==> src/rtl/stc_pkg.sv <==
// constants shared by the link test and checksum control block
//
// Functional notes
// - checksum-disable bit set sends zero checksum; clear sends computed checksum
// - checksum-mode clear: checksum is the sum of all link configuration bytes
// - checksum-mode set: checksum sums each configuration field, LSB aligned
// - injection select 00 puts 16-bit generator words at sample input
// - injection select 01 puts 10-bit generator symbols at serializer input
// - injection select 10 puts generator octets at scrambler input; 11 reserved
// - mode 0 normal; 1 checkerboard, 2 word toggle, 3 long PN, 7 ramp
// - mode 5 repeats user pattern words 1 to 4, one per cycle
// - mode 6 sends user words 1 to 4 once, then all zeros
// - modes 8, 10, 11 send modified RPAT, JSPAT, JTSPAT 10-bit sequences
`default_nettype none

package stc_pkg;
  // -----------------------------------------------------------------
  // register map
  // -----------------------------------------------------------------
  localparam int REG_ADDR_W = 12;
  localparam logic [11:0] ADDR_CTRL = 12'h061;
  localparam logic [7:0] CTRL_RESET = 8'h00;
  localparam int CSUM_DIS_BIT = 7;
  localparam int CSUM_MODE_BIT = 6;
  localparam int INJ_LSB = 4;
  localparam int MODE_LSB = 0;

  // -----------------------------------------------------------------
  // encodings
  // -----------------------------------------------------------------
  localparam logic [1:0] INJ_SAMPLE = 2'h0;
  localparam logic [1:0] INJ_SYMBOL = 2'h1;
  localparam logic [1:0] INJ_OCTET = 2'h2;
  localparam logic [3:0] MODE_OFF = 4'h0;
  localparam logic [3:0] MODE_CHECKER = 4'h1;
  localparam logic [3:0] MODE_TOGGLE = 4'h2;
  localparam logic [3:0] MODE_PN = 4'h3;
  localparam logic [3:0] MODE_USER_REP = 4'h5;
  localparam logic [3:0] MODE_USER_ONE = 4'h6;
  localparam logic [3:0] MODE_RAMP = 4'h7;
  localparam logic [3:0] MODE_RPAT = 4'h8;
  localparam logic [3:0] MODE_JSPAT = 4'ha;
  localparam logic [3:0] MODE_JTSPAT = 4'hb;

  // -----------------------------------------------------------------
  // generator constants
  // -----------------------------------------------------------------
  localparam int WORD_W = 16;
  localparam int USER_WORDS = 4;
  localparam logic [15:0] CHECKER_A = 16'haaaa;
  localparam logic [15:0] CHECKER_B = 16'h5555;
  localparam logic [15:0] ALL_ONES = 16'hffff;
  localparam logic [22:0] PN_SEED = 23'h7fffff;
  localparam int SEQ_LEN = 4;
  localparam logic [9:0] RPAT_TAB [SEQ_LEN] = '{10'h0be, 10'h0c5, 10'h2f4, 10'h30b};
  localparam logic [9:0] JSPAT_TAB [SEQ_LEN] = '{10'h17c, 10'h283, 10'h0f3, 10'h30c};
  localparam logic [9:0] JTSPAT_TAB [SEQ_LEN] = '{10'h1e6, 10'h219, 10'h0d5, 10'h32a};

  // -----------------------------------------------------------------
  // link configuration layout: {byte, lsb, width} per field
  // -----------------------------------------------------------------
  localparam int CFG_BYTES = 13;
  localparam int NUM_FIELDS = 21;
  localparam logic [10:0] FIELD_TAB [NUM_FIELDS] = '{
    {4'd0, 3'd0, 4'd8}, {4'd1, 3'd0, 4'd4}, {4'd1, 3'd4, 4'd4}, {4'd2, 3'd0, 4'd5},
    {4'd2, 3'd5, 4'd1}, {4'd2, 3'd6, 4'd1}, {4'd3, 3'd0, 4'd5}, {4'd3, 3'd7, 4'd1},
    {4'd4, 3'd0, 4'd8}, {4'd5, 3'd0, 4'd5}, {4'd6, 3'd0, 4'd8}, {4'd7, 3'd0, 4'd5},
    {4'd7, 3'd6, 4'd2}, {4'd8, 3'd0, 4'd5}, {4'd8, 3'd5, 4'd3}, {4'd9, 3'd0, 4'd5},
    {4'd9, 3'd5, 4'd3}, {4'd10, 3'd0, 4'd5}, {4'd10, 3'd7, 4'd1}, {4'd11, 3'd0, 4'd8},
    {4'd12, 3'd0, 4'd8}};
endpackage

`default_nettype wire

==> src/rtl/stc_gen_if.sv <==
// carrier between the control top and the pattern generator
`default_nettype none

interface stc_gen_if;
  logic [3:0] mode;
  logic run;
  logic [15:0] upat [4];
  logic [15:0] word;
  modport ctrl (output mode, output run, output upat, input word);
  modport gen (input mode, input run, input upat, output word);
endinterface

`default_nettype wire

==> src/rtl/stc_link_test_ctrl.sv <==
// link test generator and checksum control top level
`default_nettype none

module stc_link_test_ctrl #(
  parameter int LANES = 8
) (
  // clock and reset
  input wire logic sys_clk,
  input wire logic sys_rst,
  // register port
  input wire logic [11:0] reg_addr,
  input wire logic reg_wr,
  input wire logic [7:0] reg_wdata,
  output logic [7:0] reg_rdata,
  // transmit link power-down, same clock
  input wire logic link_pd,
  // user pattern words 1 to 4
  input wire logic [15:0] user_pattern [4],
  // link configuration bytes and checksum
  input wire logic [7:0] cfg_bytes [13],
  output logic [7:0] cfg_checksum,
  // sample input stage
  input wire logic [15:0] smp_in [LANES],
  output logic [15:0] smp_out [LANES],
  // scrambler input stage
  input wire logic [7:0] oct_in [LANES],
  output logic [7:0] oct_out [LANES],
  // serializer input stage
  input wire logic [9:0] sym_in [LANES],
  output logic [9:0] sym_out [LANES],
  // status
  output logic test_active
);
  logic [7:0] ctrl;
  logic [7:0] byte_sum;
  logic [7:0] field_sum;
  logic [7:0] next_checksum;
  logic [7:0] next_rdata;
  wire logic csum_dis;
  wire logic csum_mode;
  wire logic [1:0] inj;
  wire logic [3:0] mode;
  wire logic run;
  wire logic hit;
  wire logic to_smp;
  wire logic to_oct;
  wire logic to_sym;
  stc_gen_if gif ();

  // elaboration guard
  if (LANES < 1) begin : g_bad_lanes
    $error("LANES must be at least one");
  end

  // -----------------------------------------------------------------
  // control register
  // -----------------------------------------------------------------
  assign hit = reg_addr == stc_pkg::ADDR_CTRL;
  assign next_rdata = hit ? ctrl : 8'h00; // unmapped addresses read zero
  assign csum_dis = ctrl[stc_pkg::CSUM_DIS_BIT];
  assign csum_mode = ctrl[stc_pkg::CSUM_MODE_BIT];
  assign inj = ctrl[stc_pkg::INJ_LSB +: 2];
  assign mode = ctrl[stc_pkg::MODE_LSB +: 4];

  // write and registered read-back
  always_ff @(posedge sys_clk) begin
    if (sys_rst) begin
      ctrl <= stc_pkg::CTRL_RESET;
      reg_rdata <= 8'h00;
    end else begin
      if (reg_wr && hit) begin
        ctrl <= reg_wdata;
      end
      reg_rdata <= next_rdata;
    end
  end

  // -----------------------------------------------------------------
  // checksum; configuration is only changed while powered down, so a
  // one-cycle lag here is never seen on the link
  // -----------------------------------------------------------------
  function automatic logic [7:0] sum_bytes(input logic [7:0] b [13]);
    logic [7:0] s;
    s = 8'h00;
    for (int i = 0; i < stc_pkg::CFG_BYTES; i++) begin
      s = s + b[i];
    end
    return s;
  endfunction

  function automatic logic [7:0] sum_fields(input logic [7:0] b [13]);
    logic [7:0] s;
    logic [10:0] f;
    logic [7:0] msk;
    s = 8'h00;
    for (int i = 0; i < stc_pkg::NUM_FIELDS; i++) begin
      f = stc_pkg::FIELD_TAB[i];
      msk = 8'((9'h001 << f[3:0]) - 9'h001);
      s = s + ((b[f[10:7]] >> f[6:4]) & msk);
    end
    return s;
  endfunction

  assign byte_sum = sum_bytes(cfg_bytes);
  assign field_sum = sum_fields(cfg_bytes);
  assign next_checksum = csum_dis ? 8'h00 : (csum_mode ? field_sum : byte_sum);

  always_ff @(posedge sys_clk) begin
    if (sys_rst) begin
      cfg_checksum <= 8'h00;
    end else begin
      cfg_checksum <= next_checksum;
    end
  end

  // -----------------------------------------------------------------
  // generator hookup; power-down holds it at its start point
  // -----------------------------------------------------------------
  assign run = (mode != stc_pkg::MODE_OFF) && !link_pd;
  assign gif.mode = mode;
  assign gif.run = run;
  assign gif.upat = user_pattern;
  assign to_smp = run && inj == stc_pkg::INJ_SAMPLE;
  assign to_sym = run && inj == stc_pkg::INJ_SYMBOL;
  assign to_oct = run && inj == stc_pkg::INJ_OCTET;
  assign test_active = run;

  stc_pattern_gen u_gen (
    .sys_clk(sys_clk),
    .sys_rst(sys_rst),
    .g(gif.gen)
  );

  // -----------------------------------------------------------------
  // per-lane injection; select 11 passes data untouched
  // -----------------------------------------------------------------
  for (genvar l = 0; l < LANES; l++) begin : g_lane
    always_ff @(posedge sys_clk) begin
      if (sys_rst) begin
        smp_out[l] <= 16'h0000;
        oct_out[l] <= 8'h00;
        sym_out[l] <= 10'h000;
      end else begin
        smp_out[l] <= to_smp ? gif.word : smp_in[l];
        oct_out[l] <= to_oct ? gif.word[15:8] : oct_in[l];
        sym_out[l] <= to_sym ? gif.word[15:6] : sym_in[l];
      end
    end
  end
endmodule

`default_nettype wire

==> src/rtl/stc_pattern_gen.sv <==
// test pattern generator: one 16-bit word per clock, MSB aligned
`default_nettype none

module stc_pattern_gen (
  // clock and reset
  input wire logic sys_clk,
  input wire logic sys_rst,
  // control and pattern
  stc_gen_if.gen g
);
  logic phase;
  logic [22:0] lfsr;
  logic [15:0] ramp;
  logic [2:0] uidx;
  logic [1:0] sidx;
  logic [15:0] next_word;

  // -----------------------------------------------------------------
  // pattern select
  // -----------------------------------------------------------------
  function automatic logic [15:0] pat_sel(input logic [3:0] m);
    logic [15:0] w;
    w = 16'h0000;
    unique case (m)
      stc_pkg::MODE_CHECKER: w = phase ? stc_pkg::CHECKER_B : stc_pkg::CHECKER_A;
      stc_pkg::MODE_TOGGLE: w = phase ? 16'h0000 : stc_pkg::ALL_ONES;
      stc_pkg::MODE_PN: w = lfsr[22:7];
      stc_pkg::MODE_RAMP: w = ramp;
      stc_pkg::MODE_USER_REP: w = g.upat[uidx[1:0]];
      stc_pkg::MODE_USER_ONE: w = uidx[2] ? 16'h0000 : g.upat[uidx[1:0]];
      stc_pkg::MODE_RPAT: w = {stc_pkg::RPAT_TAB[sidx], 6'h00};
      stc_pkg::MODE_JSPAT: w = {stc_pkg::JSPAT_TAB[sidx], 6'h00};
      stc_pkg::MODE_JTSPAT: w = {stc_pkg::JTSPAT_TAB[sidx], 6'h00};
      default: w = 16'h0000; // off and unused codes give zeros
    endcase
    return w;
  endfunction

  // a process, not an assign: the function reads state that is not an argument
  always_comb begin
    next_word = pat_sel(g.mode);
  end

  // -----------------------------------------------------------------
  // sequence state, restarted whenever the generator is idle
  // -----------------------------------------------------------------
  always_ff @(posedge sys_clk) begin
    if (sys_rst || !g.run) begin
      phase <= 1'b0;
      lfsr <= stc_pkg::PN_SEED;
      ramp <= 16'h0000;
      uidx <= 3'h0;
      sidx <= 2'h0;
      g.word <= 16'h0000;
    end else begin
      phase <= ~phase;
      lfsr <= {lfsr[21:0], lfsr[22] ^ lfsr[17]};
      ramp <= ramp + 16'h0001;
      // repeat mode wraps after word 4, single mode parks past it
      if (g.mode == stc_pkg::MODE_USER_REP) begin
        uidx <= {1'b0, uidx[1:0] + 2'h1};
      end else if (!uidx[2]) begin
        uidx <= uidx + 3'h1;
      end
      sidx <= sidx + 2'h1;
      g.word <= next_word;
    end
  end
endmodule

`default_nettype wire

==> config.mk <==
export PLATFORM = sky130hd
export DESIGN_NAME = stc_link_test_ctrl
export DESIGN_NICKNAME = d
export VERILOG_FILES = /design/src/rtl/stc_pkg.sv /design/src/rtl/stc_gen_if.sv /design/src/rtl/stc_link_test_ctrl.sv /design/src/rtl/stc_pattern_gen.sv
export SDC_FILE = /design/constraint.sdc
export NUM_CORES = 1
export LEC_CHECK = 0
export BUFFER_PORTS_ARGS = -buffer_cell sky130_fd_sc_hd__buf_2
export CELL_PAD_IN_SITES_DETAIL_PLACEMENT = 2
export CELL_PAD_IN_SITES_GLOBAL_PLACEMENT = 2
export CORE_AREA = 2 2 289 291
export CTS_CLUSTER_DIAMETER = 200
export DETAILED_ROUTE_END_ITERATION = 6
export DIE_AREA = 0 0 291 293
export GPL_TIMING_DRIVEN = 0
export PLACE_DENSITY = 0.69
export SLEW_MARGIN = 0
export SYNTH_ARGS = -nofsm -noshare
export SYNTH_HDL_FRONTEND = slang
export SYNTH_SLANG_ARGS = --single-unit
==> constraint.sdc <==
create_clock -name sys_clk -period 5.3 [get_ports sys_clk]
set_input_delay 0.795 -clock sys_clk [delete_from_list [all_inputs] [get_ports sys_clk]]
set_output_delay 0.795 -clock sys_clk [all_outputs]
set_load 0.05 [all_outputs]
==> impl_metrics.ini <==
[job]
max_cap_viols = 0

[global_routing]
grt.total_usage_pct = 23.35
grt_max_degree = 13
antenna_found_initial = 31
global_route.overflow_total = 0
grt_pass1_vias = 18199
wire_length_of_the_first_global_routing_pass_um = 140000

[placement]
gp_routability_congestion = 0.9461
preCtsSetupSlack_ns = -0.5939
detailedPlacementHpwl_um = 86850
io_buffer_count = 751

[logic_synthesis]
yosys.cell_types.count = 51
yosys_warnings = 0
post_syn_area_per_cell_um2 = 9.334
seq_area_frac_synth_pct = 43.50
ys_seq_elements = 357
most_used_flip_flop_cell_after_synthesis = dfxtp_1
async_flop_share_pct = 0
mappedNetlistNets = 2385
synthCells = 1760
synthesized_area_mm2 = 0.01643
synth_edf_count = 0

[timing]
timing.final.ws_setup_ns = 0.09268
finalHoldWorstSlack_ns = 0.4087
final_period_minus_worst_setup_slack_ns = 5.207
achievable-frequency_ghz = 0.1920
final.period_utilization_pct = 98.25
headroom_to_the_max_slew_limit_pct = 23.41
rsz0062_at_grt = true
max_slew_violation_count = 0
timing.clock.skew_ns = 0.02131
report.final.hold_viol_count = 0
setup_viol_count_final = 0
tightest_slew_ns = 1.149

[setup_path]
critPathMaxStageDelay_ns = 0.61
timing.critical_path.slowest_stage_cell = fa_1
endpoint_type_of_the_worst_setup_path = register
worst_reg_to_reg_path_cell_count = 8
critical_path_most_common_cell = fa_1
rr_endpoint = sym_out[34]
worst_ep_arrival_ns = 5.66
critPathLaunch = cfg_bytes[23]
regToRegStartpoint = ctrl[3]
crit_family = adder cells
cell_breakdown_of_the_critical_path = buf_8 -> fa_1 -> inv_2 -> fa_1 -> fa_1 -> xor2_1 -> xnor2_1 -> fa_1 -> fa_1 -> fa_2 -> fa_2 -> nor2b_2 -> o21ai_2 -> a21boi_2 -> o21a_1 -> o21ai_1 -> a31oi_1 -> nor2_1
crit_buf_inv = 2
critical_path_cell_count = 18
setup.reg_to_reg.worst_slack_ns = 2.31
worst_setup_path_start_kind = primary input
path_max_fanout = 2
crit_required_ns = 5.75
setup.worst_path.class = in2reg

[drt]
remaining_drc_errors = 0
routed_wirelength_um = 102000
antenna_violating_nets_post_route = 0
dr.first_iter.drc_count = 529
route.detailed.vias_per_inst = 4.375
avgRoutedWirePerCell_um = 27.70
dr.pass1.iters = 4
vias = 16101

[power_and_ir_drop]
swShare_pct = 39.20
power.static_leakage_nw = 11.36
power.switching_mw = 4.847
p_int_mw = 7.518
clk_pwr_share_pct = 28.3
pwr-share-seq_pct = 23.3
power.density_mw_per_mm2 = 530.5
max_vdd_drop_uv = 534.8
pwr-share-comb_pct = 48.4

[clock_tree]
clk-insertion-delay-late_ns = 0.58
numClockSinks = 357
cts_tree = yes
clock_tree_buffer_depth = 3
path_clk_slew_ns = 0.06
cts.hold.buffers_added = 0
cts_made_buffers = 45
ctsRootBufferMaster = clkbuf_16
ctsHtreeMaxLevel = 2

[die]
floorplan.die.height_um = 293
initial_utilization_pct = 20.07
die-area_mm2 = 0.08526
top_level_ports = 753
core_mm2 = 0.08185
floorplan.rows = 105
die_width_um = 291

[outcome]
status = complete, no violations

[layout]
number_of_nets_in_the_final_layout = 3185
synth_to_final_area_change_pct = 41.88
final.fill_count = 9382
drive_above_1_share_pct = 35.36

[worst_hold_path]
cell_count_of_the_worst_hold_path = 1
whs_endpoint = u_gen.lfsr[2]
hold_sp = u_gen.lfsr[1]
class_of_the_worst_hold_path = reg2reg
## state kept, by name, summed over array words and instances, names as in the netlist
signal / cells
cfg_checksum: 8
ctrl: 8
oct_out: 64
reg_rdata: 8
smp_out: 128
sym_out: 80
u_gen.g.word: 16
u_gen.lfsr: 23
u_gen.phase: 1
u_gen.ramp: 16
u_gen.sidx: 2
u_gen.uidx: 3
## kinds of logic after synthesis
logic type / after synthesis / synth area share (%)
buffers and inverters: 312 / 7.540
adders and majority gates: 161 / 18.16
AOI/OAI and AO/OA: 354 / 11.45
muxes: 32 / 3.191
and+or+nand+nor: 488 / 13.05
DFF: 357 / 43.50
xor gates and xnor gates: 56 / 3.115
## through the flow
step / power, mW / instance area, um^2 / utilization (%) / std cells / TNS, ns
2_1_floorplan: 7.095 / 16430 / - / 1760 / 0
3_3_place_gp: 8.629 / 21530 / 26.30 / 3581 / -1.581
3_5_place_dp: 8.844 / 21530 / 26.30 / 3581 / -2.064
4_1_cts: 12.47 / 23220 / 28.37 / 3664 / 0
5_1_grt: 13.27 / 23280 / 28.44 / 3669 / -0.1188
6_report: 12.36 / 23310 / 28.48 / 3680 / 0
## layout by cell type (no fill, tap or decap), drive strengths merged, types with 12 or more instances in the layout
cell type	n
mux2i	13
nor2	343
and2	35
buf	803
xnor2	34
inv	191
fa	129
dfxtp	357
mux4	16
a21oi	302
nand2	28
ha	32
o21ai	14
xor2	21
or3	24
clkbuf	135
diode	14
and3	12
## layout make-up
type | instances | area, um^2 | area share (%)
plain buffers | 124 | 533.0 | 2.287
clock inverters | 22 | 382.9 | 1.643
diodes | 14 | 35.03 | 0.1503
clock buffers | 61 | 1308 | 5.610
flip-flops and latches | 357 | 7147 | 30.66
inverters | 188 | 705.7 | 3.028
repair buffers | 753 | 3801 | 16.31
multi-input cells | 1091 | 8058 | 34.57
well taps | 1070 | 1339 | 5.744
## worst max-delay path by stage
stage	end	slack [ns]
after floorplan	cfg_checksum[6]	0.05
after global placement	cfg_checksum[6]	-0.51
after detailed placement	cfg_checksum[6]	-0.59
after CTS	cfg_checksum[6]	0.02
after global routing	cfg_checksum[6]	-0.08
final	cfg_checksum[6]	0.09
## cells in the mapped netlist (3+ instances only)
| master | instances | share of area [%] |
|---|---|---|
| a21o_1 | 5 | 0.23 |
| a21oi_1 | 302 | 9.2 |
| a221oi_1 | 3 | 0.16 |
| a22oi_1 | 3 | 0.14 |
| a31oi_1 | 10 | 0.38 |
| a32oi_1 | 4 | 0.21 |
| and2_1 | 35 | 1.3 |
| and3_1 | 12 | 0.46 |
| buf_2 | 48 | 1.5 |
| clkbuf_1 | 74 | 1.7 |
| dfxtp_1 | 357 | 44 |
| fa_1 | 129 | 16 |
| ha_1 | 32 | 2.4 |
| inv_1 | 188 | 4.3 |
| mux2_2 | 3 | 0.21 |
| mux2i_1 | 13 | 0.79 |
| mux4_2 | 16 | 2.2 |
| nand2_1 | 28 | 0.64 |
| nand2b_1 | 7 | 0.27 |
| nand3_1 | 9 | 0.27 |
| nand4_1 | 4 | 0.15 |
| nor2_1 | 342 | 7.8 |
| nor2b_1 | 10 | 0.38 |
| nor3_1 | 3 | 0.091 |
| nor4b_1 | 3 | 0.16 |
| o21ai_0 | 13 | 0.40 |
| or2_2 | 4 | 0.15 |
| or3_1 | 24 | 0.91 |
| xnor2_1 | 33 | 1.8 |
| xor2_1 | 21 | 1.1 |
## metal layers
metal	wire [um]	vias to the layer above	global-route usage [%]
li1	-	7210	-
met1	39120	8117	26.07
met2	53050	593	43.59
met3	4999	169	4.145
met4	4690	12	9.503
met5	84	-	0
## what timing repair did
action                                  4_1_cts  5_1_grt
gates resized for setup                       0       17
endpoints found under the setup margin        0        2
setup buffers                                 0        2
## power by group through the flow
stage	logic, mW	registers, mW	clock network, mW
after CTS	5.99	2.88	3.60
after floorplan	3.69	3.40	0
after global placement	5.69	2.93	0
after global routing	6.67	2.89	3.71
final	5.99	2.88	3.50
after detailed placement	5.91	2.94	0
Note: power is estimated with default switching activity, not from simulation.
